`src/inc/bdwt_params.svh`:
```
`ifndef BDWT_PARAMS_SVH
`define BDWT_PARAMS_SVH
`define BDWT_CLK_NS 40
`define BDWT_CEIL(t) (((t) + `BDWT_CLK_NS - 1) / `BDWT_CLK_NS)
`define BDWT_SSYN_NS 150
`define BDWT_MSYN_NS 150
`define BDWT_DSK_NS 75
`define BDWT_HOLD_NS 75
`define BDWT_INH_NS 100
`define BDWT_TMO_NS 20000
`define BDWT_SSYN_CYC `BDWT_CEIL(`BDWT_SSYN_NS)
`define BDWT_MSYN_CYC `BDWT_CEIL(`BDWT_MSYN_NS)
`define BDWT_DSK_CYC `BDWT_CEIL(`BDWT_DSK_NS)
`define BDWT_HOLD_CYC `BDWT_CEIL(`BDWT_HOLD_NS)
`define BDWT_INH_CYC `BDWT_CEIL(`BDWT_INH_NS)
`define BDWT_TMO_CYC `BDWT_CEIL(`BDWT_TMO_NS)
`define BDWT_SEL_CNT 2'h0
`define BDWT_SEL_PTR 2'h1
`define BDWT_SEL_CSR 2'h2
`define BDWT_SEL_BUF 2'h3
`define BDWT_ST_GO 0
`define BDWT_ST_FN 1
`define BDWT_ST_XLO 4
`define BDWT_ST_XHI 5
`define BDWT_ST_IE 6
`define BDWT_ST_RDY 7
`define BDWT_ST_CYC 8
`define BDWT_ST_DS 9
`define BDWT_ST_ALERT 13
`define BDWT_ST_NEX 14
`define BDWT_ST_ERR 15
`define BDWT_TOP_BITS 5'h1f
`endif

```
`src/inc/bdwt_pkg.sv`:
```
package bdwt_pkg;
    typedef enum logic [2:0] {
        BDWT_IDLE = 3'b000,
        BDWT_SETUP = 3'b001,
        BDWT_WAIT = 3'b010,
        BDWT_DSK = 3'b011,
        BDWT_HOLD = 3'b100
    } bdwt_mst_t;
    typedef logic [15:0] bdwt_word_t;
endpackage

```
`src/inc/bdwt_tmr_if.sv`:
```
interface bdwt_tmr_if #(parameter int W = 10);
    logic ld;
    logic [W-1:0] val;
    logic done;
    modport ctl (output ld, output val, input done);
    modport tmr (input ld, input val, output done);
endinterface

```
`src/logic/bdwt_sync.sv`:
```
module bdwt_sync #(parameter int W = 8) (
    // clock
    input wire logic i_clk,
    // level in and synchronised level out
    input wire logic [W-1:0] i_d,
    output logic [W-1:0] o_q
);
    logic [W-1:0] s1_r;
    logic [W-1:0] s2_r;
    // two flops per bit, first read only by second
    always_ff @(posedge i_clk) begin
        s1_r <= i_d;
        s2_r <= s1_r;
    end
    assign o_q = s2_r;
endmodule

```
`src/logic/bdwt_timer.sv`:
```
module bdwt_timer #(parameter int W = 10) (
    // clock and reset
    input wire logic i_clk,
    input wire logic i_rst,
    // load and done
    bdwt_tmr_if.tmr t
);
    logic [W-1:0] cnt_r;
    // down counter, stops at zero
    always_ff @(posedge i_clk) begin
        if (i_rst) begin
            cnt_r <= {W{1'b0}};
        end else if (t.ld) begin
            cnt_r <= t.val;
        end else if (cnt_r != {W{1'b0}}) begin
            cnt_r <= cnt_r - W'(1);
        end
    end
    assign t.done = (cnt_r == {W{1'b0}});
endmodule

```
`src/logic/bdwt_top.sv`:
```
// Local design decisions: the register offsets and register access over Wishbone.
`include "bdwt_params.svh"
module bdwt_top import bdwt_pkg::*; #(
    parameter logic [8:0] BASE = 9'h000,
    parameter logic [5:0] VEC_HI = 6'h00,
    parameter logic VEC_B2 = 1'b1
) (
    // clock and reset
    input wire logic I_CORE_CLK,
    input wire logic I_RESET,
    // wishbone slave
    input wire logic I_WB_CYC,
    input wire logic I_WB_STB,
    input wire logic I_WB_WE,
    input wire logic [17:0] I_WB_ADR,
    input wire logic [1:0] I_WB_SEL,
    input wire logic [15:0] I_WB_DAT,
    output logic O_WB_ACK,
    output logic O_WB_ERR,
    output logic [15:0] O_WB_DAT,
    // system bus master side
    input wire logic I_BUS_SSYN,
    input wire logic I_BUS_NPG,
    input wire logic I_BUS_BG,
    input wire logic [15:0] I_BUS_DAT,
    output logic [15:0] O_BUS_DAT,
    output logic O_BUS_DAT_OE,
    output logic [17:0] O_BUS_ADR,
    output logic O_BUS_ADR_OE,
    output logic [1:0] O_BUS_C,
    output logic O_BUS_MSYN,
    output logic O_BUS_NPR,
    output logic O_BUS_BBSY,
    output logic O_BUS_BR,
    output logic O_BUS_INTR,
    // user device inputs
    input wire logic [15:0] I_USR_DAT,
    input wire logic [1:0] I_USR_C,
    input wire logic I_USR_REQ_A,
    input wire logic I_USR_REQ_B,
    input wire logic I_USR_WC_EN,
    input wire logic I_USR_BA_EN,
    input wire logic I_USR_A00,
    input wire logic [2:0] I_USR_STAT,
    input wire logic I_USR_ALERT,
    input wire logic I_USR_SINGLE,
    // user device outputs
    output logic [15:0] O_USR_DAT,
    output logic [2:0] O_USR_FNCT,
    output logic O_USR_READY,
    output logic O_USR_BUSY,
    output logic O_USR_END,
    output logic O_USR_GO
);
    localparam int TW = 10;

    // address decode helpers
    function automatic logic dec_hit(input logic [17:0] a);
        return (a[17:13] == `BDWT_TOP_BITS) && (a[12:4] == BASE) && (a[3] | a[2]);
    endfunction
    function automatic logic [1:0] dec_sel(input logic [17:0] a);
        return a[2:1];
    endfunction

    // synchronised pins
    logic [46:0] raw_w;
    logic [46:0] syn_w;
    assign raw_w = {I_BUS_DAT, I_USR_DAT, I_BUS_SSYN, I_BUS_NPG, I_BUS_BG,
                    I_USR_REQ_A, I_USR_REQ_B, I_USR_C, I_USR_WC_EN, I_USR_BA_EN,
                    I_USR_A00, I_USR_STAT, I_USR_ALERT, I_USR_SINGLE};
    bdwt_sync #(.W(47)) u_sync (.i_clk(I_CORE_CLK), .i_d(raw_w), .o_q(syn_w));
    wire [15:0] bdat_s = syn_w[46:31];
    wire [15:0] udat_s = syn_w[30:15];
    wire ssyn_s = syn_w[14];
    wire npg_s = syn_w[13];
    wire bg_s = syn_w[12];
    wire req_s = syn_w[11] | syn_w[10];
    wire [1:0] uc_s = syn_w[9:8];
    wire wc_en_s = syn_w[7];
    wire ba_en_s = syn_w[6];
    wire a00_s = syn_w[5];
    wire [2:0] stat_s = syn_w[4:2];
    wire alert_s = syn_w[1];
    wire single_s = syn_w[0];

    // timers
    bdwt_tmr_if #(.W(TW)) mt ();
    bdwt_tmr_if #(.W(TW)) it ();
    bdwt_timer #(.W(TW)) u_mtmr (.i_clk(I_CORE_CLK), .i_rst(I_RESET), .t(mt));
    bdwt_timer #(.W(TW)) u_itmr (.i_clk(I_CORE_CLK), .i_rst(I_RESET), .t(it));

    // registers
    bdwt_word_t cnt_r;
    bdwt_word_t ptr_r;
    bdwt_word_t buf_r;
    logic [2:0] fnct_r;
    logic xlo_r, xhi_r, ie_r, ready_r, cycle_r, nex_r, pwrap_r;
    logic ack_r, err_r;
    logic [15:0] wdat_r;
    logic [2:0] sl_cnt_r;
    logic go_r, end_r, req_d_r, err_d_r;
    logic master_r, npr_r, br_r, intr_r, int_done_r;
    logic msyn_r, adr_oe_r, doe_r;
    logic [17:0] adr_r;
    logic [1:0] c_r;
    logic [15:0] dout_r;
    bdwt_mst_t st_r;
    bdwt_mst_t st_nxt;

    // slave decode and strobes
    wire wb_req = I_WB_CYC & I_WB_STB;
    wire pend = wb_req & ~ack_r & ~err_r;
    wire hit = dec_hit(I_WB_ADR);
    wire [1:0] rsel = dec_sel(I_WB_ADR);
    wire fire = pend & hit & (sl_cnt_r == 3'(`BDWT_SSYN_CYC - 1));
    wire ld_lo = fire & I_WB_WE & I_WB_SEL[0];
    wire ld_hi = fire & I_WB_WE & I_WB_SEL[1];
    wire ld_any = ld_lo | ld_hi;
    wire ld_cnt = ld_any & I_WB_ADR[3] & (rsel == `BDWT_SEL_CNT);
    wire ld_ptr = ld_any & I_WB_ADR[3] & (rsel == `BDWT_SEL_PTR);
    wire ld_csr = rsel == `BDWT_SEL_CSR;
    wire ld_buf = ld_any & (rsel == `BDWT_SEL_BUF);
    wire go_w = ld_lo & ld_csr & I_WB_DAT[`BDWT_ST_GO];

    // status word and read mux
    wire err_w = nex_r | alert_s | pwrap_r;
    logic [15:0] csr_w;
    assign csr_w = {err_w, nex_r, alert_s, 1'b0, stat_s, cycle_r, ready_r, ie_r,
                    xhi_r, xlo_r, fnct_r, 1'b0};
    logic [15:0] rd_mux;
    always_comb begin
        unique case (rsel)
            `BDWT_SEL_CNT: rd_mux = cnt_r;
            `BDWT_SEL_PTR: rd_mux = {ptr_r[15:1], a00_s};
            `BDWT_SEL_CSR: rd_mux = csr_w;
            `BDWT_SEL_BUF: rd_mux = udat_s;
        endcase
    end

    // wishbone answer
    always_ff @(posedge I_CORE_CLK) begin
        if (I_RESET) begin
            ack_r <= 1'b0;
            err_r <= 1'b0;
            sl_cnt_r <= 3'h0;
            wdat_r <= 16'h0000;
        end else begin
            ack_r <= fire;
            err_r <= pend & ~hit;
            sl_cnt_r <= pend & hit ? sl_cnt_r + 3'h1 : 3'h0;
            if (fire) begin
                wdat_r <= I_WB_WE ? 16'h0000 : rd_mux;
            end
        end
    end

    // master sequencer
    wire start = cycle_r & master_r & ~ssyn_s & ~ready_r;
    wire is_wr = c_r[1];
    wire step = (st_r == BDWT_HOLD) & mt.done;
    wire wc_wrap = step & wc_en_s & (cnt_r == 16'hffff);
    always_comb begin
        st_nxt = st_r;
        mt.ld = 1'b0;
        mt.val = TW'(0);
        unique case (st_r)
            BDWT_IDLE: if (start) begin
                st_nxt = BDWT_SETUP;
                mt.ld = 1'b1;
                mt.val = TW'(`BDWT_MSYN_CYC - 1);
            end
            BDWT_SETUP: if (mt.done) begin
                st_nxt = BDWT_WAIT;
                mt.ld = 1'b1;
                mt.val = TW'(`BDWT_TMO_CYC - 1);
            end
            BDWT_WAIT: if (ssyn_s & ~is_wr) begin
                st_nxt = BDWT_DSK;
                mt.ld = 1'b1;
                mt.val = TW'(`BDWT_DSK_CYC - 1);
            end else if (ssyn_s | mt.done) begin
                st_nxt = BDWT_HOLD;
                mt.ld = 1'b1;
                mt.val = TW'(`BDWT_HOLD_CYC - 1);
            end
            BDWT_DSK: if (mt.done) begin
                st_nxt = BDWT_HOLD;
                mt.ld = 1'b1;
                mt.val = TW'(`BDWT_HOLD_CYC - 1);
            end
            BDWT_HOLD: if (mt.done) begin
                st_nxt = BDWT_IDLE;
            end
            default: st_nxt = BDWT_IDLE;
        endcase
    end

    // master outputs
    always_ff @(posedge I_CORE_CLK) begin
        if (I_RESET) begin
            st_r <= BDWT_IDLE;
            msyn_r <= 1'b0;
            adr_oe_r <= 1'b0;
            doe_r <= 1'b0;
            c_r <= 2'h0;
            adr_r <= 18'h00000;
            end_r <= 1'b0;
        end else begin
            st_r <= st_nxt;
            end_r <= step;
            if (st_r == BDWT_IDLE && start) begin
                adr_oe_r <= 1'b1;
                c_r <= uc_s;
                adr_r <= {xhi_r, xlo_r, ptr_r[15:1], a00_s};
                doe_r <= uc_s[1];
            end else if (step) begin
                adr_oe_r <= 1'b0;
                doe_r <= 1'b0;
            end
            if (st_r == BDWT_SETUP && mt.done) begin
                msyn_r <= 1'b1;
            end else if (st_nxt == BDWT_HOLD && st_r != BDWT_HOLD) begin
                msyn_r <= 1'b0;
            end
        end
    end

    // user data onto the bus; vector loaded on the grant so it stands from the first intr cycle
    always_ff @(posedge I_CORE_CLK) begin
        if (I_RESET) begin
            dout_r <= 16'h0000;
        end else if (intr_r | (br_r & bg_s)) begin
            dout_r <= {7'h00, VEC_HI, VEC_B2, 2'h0};
        end else begin
            dout_r <= udat_s;
        end
    end

    // bus request and mastership
    wire want = (cycle_r | ~single_s) & ~ready_r;
    always_ff @(posedge I_CORE_CLK) begin
        if (I_RESET) begin
            npr_r <= 1'b0;
            master_r <= 1'b0;
        end else begin
            npr_r <= want & ~master_r;
            if (npr_r & npg_s & want) begin
                master_r <= 1'b1;
            end else if (~want & st_r == BDWT_IDLE & ~end_r) begin
                master_r <= 1'b0;
            end
        end
    end

    // software registers and flags
    always_ff @(posedge I_CORE_CLK) begin
        if (I_RESET) begin
            cnt_r <= 16'h0000;
            ptr_r <= 16'h0000;
            buf_r <= 16'h0000;
            fnct_r <= 3'h0;
            {xlo_r, xhi_r, ie_r, nex_r, pwrap_r, cycle_r} <= 6'h00;
            ready_r <= 1'b1;
            go_r <= 1'b0;
            req_d_r <= 1'b0;
            err_d_r <= 1'b0;
        end else begin
            req_d_r <= req_s;
            err_d_r <= err_w;
            go_r <= go_w;
            if (ld_cnt) begin
                cnt_r <= I_WB_DAT;
            end else if (step & wc_en_s) begin
                cnt_r <= cnt_r + 16'h0001;
            end
            if (ld_ptr) begin
                ptr_r <= I_WB_DAT;
            end else if (step & ba_en_s) begin
                ptr_r <= ptr_r + 16'h0002;
            end
            if (step & ba_en_s & ptr_r[15:1] == 15'h7fff) begin
                pwrap_r <= 1'b1;
            end else if (ld_ptr) begin
                pwrap_r <= 1'b0;
            end
            if (st_r == BDWT_DSK && mt.done) begin
                buf_r <= bdat_s;
            end else if (ld_buf) begin
                buf_r <= I_WB_DAT;
            end
            if (ld_lo & ld_csr) begin
                fnct_r <= I_WB_DAT[`BDWT_ST_FN +: 3];
                xlo_r <= I_WB_DAT[`BDWT_ST_XLO];
                xhi_r <= I_WB_DAT[`BDWT_ST_XHI];
                ie_r <= I_WB_DAT[`BDWT_ST_IE];
            end
            if (st_r == BDWT_WAIT && mt.done && ~ssyn_s) begin
                nex_r <= 1'b1;
            end else if (ld_hi & ld_csr & ~I_WB_DAT[`BDWT_ST_NEX]) begin
                nex_r <= 1'b0;
            end
            if (req_d_r & ~req_s) begin
                cycle_r <= 1'b1;
            end else if (end_r) begin
                cycle_r <= 1'b0;
            end else if (ld_hi & ld_csr) begin
                cycle_r <= I_WB_DAT[`BDWT_ST_CYC];
            end
            if (err_w | wc_wrap) begin
                ready_r <= 1'b1;
            end else if (go_w) begin
                ready_r <= 1'b0;
            end
        end
    end

    // interrupt request, hold-off after go or a new error
    assign it.ld = go_w | (err_w & ~err_d_r);
    assign it.val = TW'(`BDWT_INH_CYC - 1);
    wire inh = ~it.done | it.ld;
    wire irq_cond = ie_r & ready_r & ~inh;
    always_ff @(posedge I_CORE_CLK) begin
        if (I_RESET) begin
            br_r <= 1'b0;
            intr_r <= 1'b0;
            int_done_r <= 1'b0;
        end else begin
            br_r <= irq_cond & ~int_done_r & ~intr_r & ~(br_r & bg_s);
            if (br_r & bg_s) begin
                intr_r <= 1'b1;
            end else if (intr_r & ssyn_s) begin
                intr_r <= 1'b0;
            end
            if (intr_r & ssyn_s) begin
                int_done_r <= 1'b1;
            end else if (~irq_cond) begin
                int_done_r <= 1'b0;
            end
        end
    end

    // port drive
    assign O_WB_ACK = ack_r;
    assign O_WB_ERR = err_r;
    assign O_WB_DAT = wdat_r;
    assign O_BUS_DAT = dout_r;
    assign O_BUS_DAT_OE = doe_r | intr_r;
    assign O_BUS_ADR = adr_r;
    assign O_BUS_ADR_OE = adr_oe_r;
    assign O_BUS_C = c_r;
    assign O_BUS_MSYN = msyn_r;
    assign O_BUS_NPR = npr_r;
    assign O_BUS_BBSY = master_r;
    assign O_BUS_BR = br_r;
    assign O_BUS_INTR = intr_r;
    assign O_USR_DAT = buf_r;
    assign O_USR_FNCT = fnct_r;
    assign O_USR_READY = ready_r;
    assign O_USR_BUSY = cycle_r;
    assign O_USR_END = end_r;
    assign O_USR_GO = go_r;
endmodule

```
`config.mk`:
```
export PLATFORM = sky130hd
export DESIGN_NAME = bdwt_top
export DESIGN_NICKNAME = d
export VERILOG_FILES = /design/src/inc/bdwt_pkg.sv /design/src/inc/bdwt_tmr_if.sv /design/src/logic/bdwt_sync.sv /design/src/logic/bdwt_timer.sv /design/src/logic/bdwt_top.sv
export VERILOG_INCLUDE_DIRS = /design/src /design/src/inc
export SDC_FILE = /design/constraint.sdc
export NUM_CORES = 1
export LEC_CHECK = 0
export ABC_AREA = 1
export BUFFER_PORTS_ARGS = -buffer_cell sky130_fd_sc_hd__buf_2
export CORE_ASPECT_RATIO = 0.5
export CORE_MARGIN = 1.5
export CORE_UTILIZATION = 50
export DETAILED_ROUTE_END_ITERATION = 6
export HOLD_SLACK_MARGIN = 0.06
export PLACE_DENSITY = 0.7
export SETUP_SLACK_MARGIN = 0.5
export SYNTH_ARGS = -nofsm -noshare
export SYNTH_HDL_FRONTEND = slang
export SYNTH_SLANG_ARGS = --single-unit
```
`constraint.sdc`:
```
create_clock -name I_CORE_CLK -period 2.2 [get_ports I_CORE_CLK]
set_input_delay 0.22 -clock I_CORE_CLK [delete_from_list [all_inputs] [get_ports I_CORE_CLK]]
set_output_delay 0.22 -clock I_CORE_CLK [all_outputs]
set_load 0.1 [all_outputs]
```
== After elaboration in Yosys (flattened, before gate mapping) ==
Index checks and enable logic that the tools add are counted.

* Register bits after elaboration: 244
* Input bits: 88
* Word-level logic and storage cells: 209

* Add/subtract/negate cells: 5
* Eq/ne operators: 14
* Muxes and demuxes: 49
* Bitwise logic cells: 72
* Reductions and logical operators: 32

{| class="wikitable"
|+ Operators by type and width
! kind !! count
|-
| $mux W16 || 7
|-
| $pmux W16 S4 || 1
|-
| $and A1 B1 Y1 || 41
|-
| $pmux W9 S4 || 1
|-
| $mux W1 || 25
|-
| $reduce_bool A2 Y1 || 11
|-
| $mux W3 || 7
|-
| $logic_not A10 Y1 || 2
|-
| $mux W10 || 2
|-
| $reduce_bool A10 Y1 || 2
|-
| $sub A10 B1 Y10 const B || 2
|-
| $not A1 Y1 || 19
|-
| $add A16 B1 Y16 const B || 1
|-
| $add A16 B2 Y16 const B || 1
|-
| $eq A16 B16 Y1 const B || 1
|-
| $eq A15 B15 Y1 const B || 1
|-
| $pmux W3 S5 || 1
|-
| $or A1 B1 Y1 || 12
|-
| $reduce_or A2 Y1 || 5
|-
| $eq A3 B2 Y1 const B || 3
|-
| $logic_not A9 Y1 || 1
|-
| $mux W9 || 1
|-
| $logic_and A1 B1 Y1 || 8
|-
| $eq A3 B3 Y1 const B || 2
|-
| other kinds (12) || 15
|}

== Longest topological paths before layout ==
* Word-level depth: 16
* Mapped depth: 16
* Depth with buffers taken out: 14

== Modules after synthesis ==
A second synthesis with hierarchy kept.

* Cell total of the unflattened synthesis: 1,254
* Area total of the unflattened synthesis: 9,639.2 um^2

{| class="wikitable"
|+ Modules (own cells, without submodules)
! module !! instances !! cells an instance !! area each (um^2)
|-
| bdwt_top || 1 || 916 || 6,323.6
|-
| bdwt_sync || 1 || 94 || 1,881.8
|-
| bdwt_timer || 2 || 122 || 716.9
|}

== Worst setup path after synthesis ==
OpenSTA, ideal clock, no wires.

* Path kind: register to register
* Start: reg ack_r, in the netlist O_WB_ACK
* End: reg buf_r[14], in the netlist O_USR_DAT[14]
* Library setup time: 70 ps
* Arrival: 2,153 ps
* Required time: 2,130 ps
* Setup slack: -24 ps
* Stages on the path, launching flop included: 14
* Path buffers: 1
* Cells stage by stage: dfxtp_1 -> nor2_1 -> nand2_1 -> nor2_1 -> nand3_4 -> nor2_8 -> nand2_4 -> nand2_4 -> nand2_4 -> nand2_4 -> inv_2 -> buf_6 -> nand2_1 -> a21oi_1

* Cells in the longest elaborated chain, start to end: 10

{| class="wikitable"
|+ Ends and longest elaborated chain
! item !! RTL line !! RTL
|-
| from (decl) || bdwt_top.sv:98 || <nowiki>logic ack_r, err_r;</nowiki>
|-
| from (signal assigned) || bdwt_top.sv:148 || <nowiki>ack_r <= fire;</nowiki>
|-
| $not A1 Y1 (*) || bdwt_top.sv:112 || <nowiki>wire pend = wb_req & ~ack_r & ~err_r;</nowiki>
|-
| $and A1 B1 Y1 (*) (2 in a row) || bdwt_top.sv:112 ||
|-
| $and A1 B1 Y1 (*) (2 in a row) || bdwt_top.sv:115 || <nowiki>wire fire = pend & hit & (sl_cnt_r == 3'(`BDWT_SSYN_CYC - 1));</nowiki>
|-
| $and A1 B1 Y1 (*) || bdwt_top.sv:116, bdwt_top.sv:117 ||
|-
| $and A1 B1 Y1 (on tied branches) || bdwt_top.sv:116, bdwt_top.sv:117 ||
|-
| $or A1 B1 Y1 (*) || bdwt_top.sv:118 || <nowiki>wire ld_any = ld_lo | ld_hi;</nowiki>
|-
| $and A1 B1 Y1 (*) || bdwt_top.sv:122 || <nowiki>wire ld_buf = ld_any & (rsel == `BDWT_SEL_BUF);</nowiki>
|-
| $reduce_bool A2 Y1 (no source line) (*) || - ||
|-
| to (signal assigned) || bdwt_top.sv:287 || <nowiki>buf_r <= bdat_s;</nowiki>
|-
| to (decl) || bdwt_top.sv:95 || <nowiki>bdwt_word_t buf_r;</nowiki>
|}

Every way passes the cells marked *; elsewhere a longest branch is shown, timed or not.
A chain may end at the register's enable or synchronous reset.

== Worst setup path in the final report ==
* Start: reg u_mtmr.cnt_r[0]
* End: reg ptr_r[14]

* Cells in the longest elaborated chain, start to end: 4

{| class="wikitable"
|+ Ends and longest elaborated chain
! item !! RTL line !! RTL
|-
| from (decl) || bdwt_timer.sv:8 || <nowiki>logic [W-1:0] cnt_r;</nowiki>
|-
| from (signal assigned) || bdwt_timer.sv:12 || <nowiki>cnt_r <= {W{1'b0}};</nowiki>
|-
| from (signal assigned) || bdwt_timer.sv:14 || <nowiki>cnt_r <= t.val;</nowiki>
|-
| from (signal assigned) || bdwt_timer.sv:16 || <nowiki>cnt_r <= cnt_r - W'(1);</nowiki>
|-
| $logic_not A10 Y1 || bdwt_timer.sv:19 || <nowiki>assign t.done = (cnt_r == {W{1'b0}});</nowiki>
|-
| $and A1 B1 Y1 || bdwt_top.sv:160 || <nowiki>wire step = (st_r == BDWT_HOLD) & mt.done;</nowiki>
|-
| $and A1 B1 Y1 || bdwt_top.sv:278 || <nowiki>end else if (step & ba_en_s) begin</nowiki>
|-
| $reduce_bool A2 Y1 (no source line) || - ||
|-
| to (signal assigned) || bdwt_top.sv:279 || <nowiki>ptr_r <= ptr_r + 16'h0002;</nowiki>
|-
| to (decl) || bdwt_top.sv:94 || <nowiki>bdwt_word_t ptr_r;</nowiki>
|}

No other way between the ends.

==> flow_summary.toml <==
[run_status]
status = "finished, final reports clean"

[logic_synthesis]
synth-seq-area-share_pct = 52.96
synth_top_area_share_pct = 52.96
async_flop_share_pct = 0
ys_ff_latch = 243
yosys-top-cells-area = "dfxtp_1 (53%), nand2_1 (11%), nor2_1 (5.8%)"
synth_nets = 1235
synth.distinct_cells = 41
synth_edf_count = 0
syn_area_per_cell_sq_um = 8.050
syn-cell-area_sq_mm = 0.009185
ys.flop_type = "dfxtp_1"
netlist_instances = 1141
synth_top_area_cell = "dfxtp_1"
ys_warn_count = 0

[timing]
period_share_pct = 86.55
timing.setup.tns_ns = 0
max_freq_mhz = 525.2
worst-slew-pin-transition_ns = 0.6424
finClkSkew_ns = 0.01051
hold_slack_ns = 0.07612
setup_viol = 0
slew_headroom_pct = 57.17
fin_crit_ns = 1.904
hold_viol_final = 0
rsz0062_at_grt = "true"
finalMaxSlewViolations = 0

[pwr]
p_leak_nw = 5.774
p_per_area_mw_per_mm2 = 859.3
ir_drop_mv = 0.6482

[setup_path]
critPathKind = "reg2reg"
critPathTopFamily = "simple AND/OR/NAND/NOR gates"
path_buf_inv = 3
end_kind = "register"
crit_path_max_incr_delay_ns = 0.33
cp_max_fo = 7
regToRegStartpoint = "u_mtmr.cnt_r[0]$_SDFFE_PP0P_"
cp-start-kind = "register"
worstPathRequired_ns = 2.57
critPathArrivalTime_ns = 2.27
slowest_stage = "dfxtp_2"
startpoint = "u_mtmr.cnt_r[0]$_SDFFE_PP0P_"
cpMostUsedCell = "nor2_1"
critical_path.cell_chain = "inv_2 -> ha_4 -> nand2_4 -> nor2_4 -> nand2_2 -> buf_6 -> nor2_8 -> nand2_8 -> buf_4 -> nand2_2 -> nor2_1 -> nor2_1 -> nor2_1"

[global_route]
grt_max_degree = 56
grt_pass1_vias = 8093
globalRoute.totalOverflow = 0
grt_use_total_pct = 27.18
grt_antenna_before_repair = 0
grt_pass1_wl_um = 41630

[place]
placed_cell_area_sq_mm = 0.01040
dp_hpwl_um = 18480
place_congestion = 0.9464
portBuffers = 170

[routing]
first_pass_iters = 5
via_per_inst = 5.206
vias = 8730
drt_iter0_markers = 516
wl_um = 27980
wire_per_inst_um = 16.68
drc = 0
final_antenna_net_count = 0

[final_layout]
final_common_cell = "nand2_1"
layout_common_cells = "nand2_1 (245), dfxtp_1 (228), buf_2 (170)"
drive_gt1_share_pct = 31.23
stdcell_area_sq_mm = 0.01300
nFillCells = 1317
final_nets = 1519
postLayoutCoreUtil_pct = 73.62
syn_to_final_growth_pct = 41.51

[clock_tree]
h-tree-depth = 1
clk_pin_slew_ns = 0.07
worstSkewPairLatency_ns = 0.51
cts_inserted_buffers = 22
clkSinkCount = 243
tritoncts = "built"
clk_path_buf_depth = 3
root_buffer = "clkbuf_16"

[floorplanning]
die_area_sq_mm = 0.01924
die_x_um = 194.7
num_rows = 34
die_h_um = 98.84
io-pin-count = 172
initial_core_util_pct = 52.03
core_sq_mm = 0.01765

[run]
drv_cap = 0

[min_path]
min_path_type = "in2reg"
hold_start = "I_WB_DAT[1]"
flip-flops by register name, summed over array words and instances, names as in the netlist, 2 cells and up:
name,cells
O_BUS_ADR,18
O_BUS_C,2
O_BUS_DAT,16
O_USR_DAT,16
O_USR_FNCT,3
O_WB_DAT,16
cnt_r,16
ptr_r,15
sl_cnt_r,3
st_r,3
u_itmr.cnt_r,10
u_mtmr.cnt_r,10
u_sync.o_q,47
u_sync.s1_r,47
worst paths after layout:
| path | depth (start not counted) | end | slack (ns) |
|---|---|---|---|
| min reg2reg | 0 | u_sync.o_q[30]$_DFF_P_ | 0.33 |
| max reg2reg | 13 | ptr_r[14]$_SDFFE_PP0P_ | 0.30 |
| min | 3 | O_USR_FNCT[0]$_SDFFE_PP0N_ | 0.08 |
| max | 13 | ptr_r[14]$_SDFFE_PP0P_ | 0.30 |
metal layers:
metal	track usage [%]	wire, um
met1	37.23	12380
met2	43.59	12560
met3	5.407	2229
met4	8.233	807
met5	0	0
tightest hold or removal path, cell delays in order:
cell and delay (ns):
buf_2 0.16, nor2_4 0.11, nor2_1 0.04
logic make-up after synthesis:
| family | after synthesis | synth area share, % |
|---|---|---|
| and+or+nand+nor | 543 | 25.58 |
| AOI/OAI and AO/OA | 174 | 11.22 |
| adders and majority gates | 6 | 0.8173 |
| xor gates and xnor gates | 26 | 2.479 |
| buffers and inverters | 149 | 6.934 |
| DFF | 243 | 52.96 |
cell usage after synthesis (2+ instances only):
cell type,count
nand2_2,4
buf_4,4
xor2_1,19
o21ai_0,27
clkbuf_1,24
nor2_8,2
a2111oi_0,2
nand4_1,21
buf_6,7
nand3_1,58
o2111ai_4,2
a31oi_1,5
xnor2_1,7
a211oi_1,3
or2_2,5
nor2_4,2
nand2_4,6
nor3b_1,2
a21oi_1,87
nand2_1,274
o21ai_1,20
o21a_1,7
ha_1,6
inv_1,97
nor2_2,6
buf_1,2
nor3_1,17
o211ai_1,2
o2111ai_1,15
dfxtp_1,243
nand3b_1,3
nor2_1,141
buf_2,8
inv_2,6
power breakdown:
group	switching [mW]	leakage [nW]	internal, mW
Sequential	0.180	2.01	4.66
Combinational	1.24	3.38	0.904
Clock	1.73	0.380	2.46
stage by stage:
| stage | cells | power (mW) | setup slack (ns) |
|---|---|---|---|
| 6_report | 1677 | 11.17 | 0.2958 |
| 5_1_grt | 1675 | 11.62 | 0.1756 |
| 2_1_floorplan | 1141 | 6.087 | 0.3328 |
| 4_1_cts | 1649 | 10.96 | 0.3432 |
| 3_3_place_gp | 1529 | 6.430 | 0.1191 |
| 3_5_place_dp | 1529 | 6.502 | 0.05346 |
cell type report:
class / count / area (sq um) / share of cell area (%)
diodes: 2 / 5.005 / 0.03851
clock buffers: 27 / 643.1 / 4.948
clock inverters: 13 / 161.4 / 1.242
inverters: 104 / 427.9 / 3.292
multi-input cells: 750 / 4293 / 33.03
flip-flops and latches: 243 / 4898 / 37.69
well taps: 234 / 292.8 / 2.253
repair buffers: 304 / 2276 / 17.51
what timing repair did:
| action | 4_1_cts | 5_1_grt |
|---|---|---|
| resized for setup | 90 | 104 |
| pin swaps | 33 | 37 |
| hold buffers | 54 | 0 |
| setup buffers | 25 | 20 |
| cloned | 1 | 6 |
| setup endpoints to repair | 97 | 114 |
| endpoints found under the hold margin | 57 | 0 |
No activity file was read; power rests on OpenSTA's default activity.
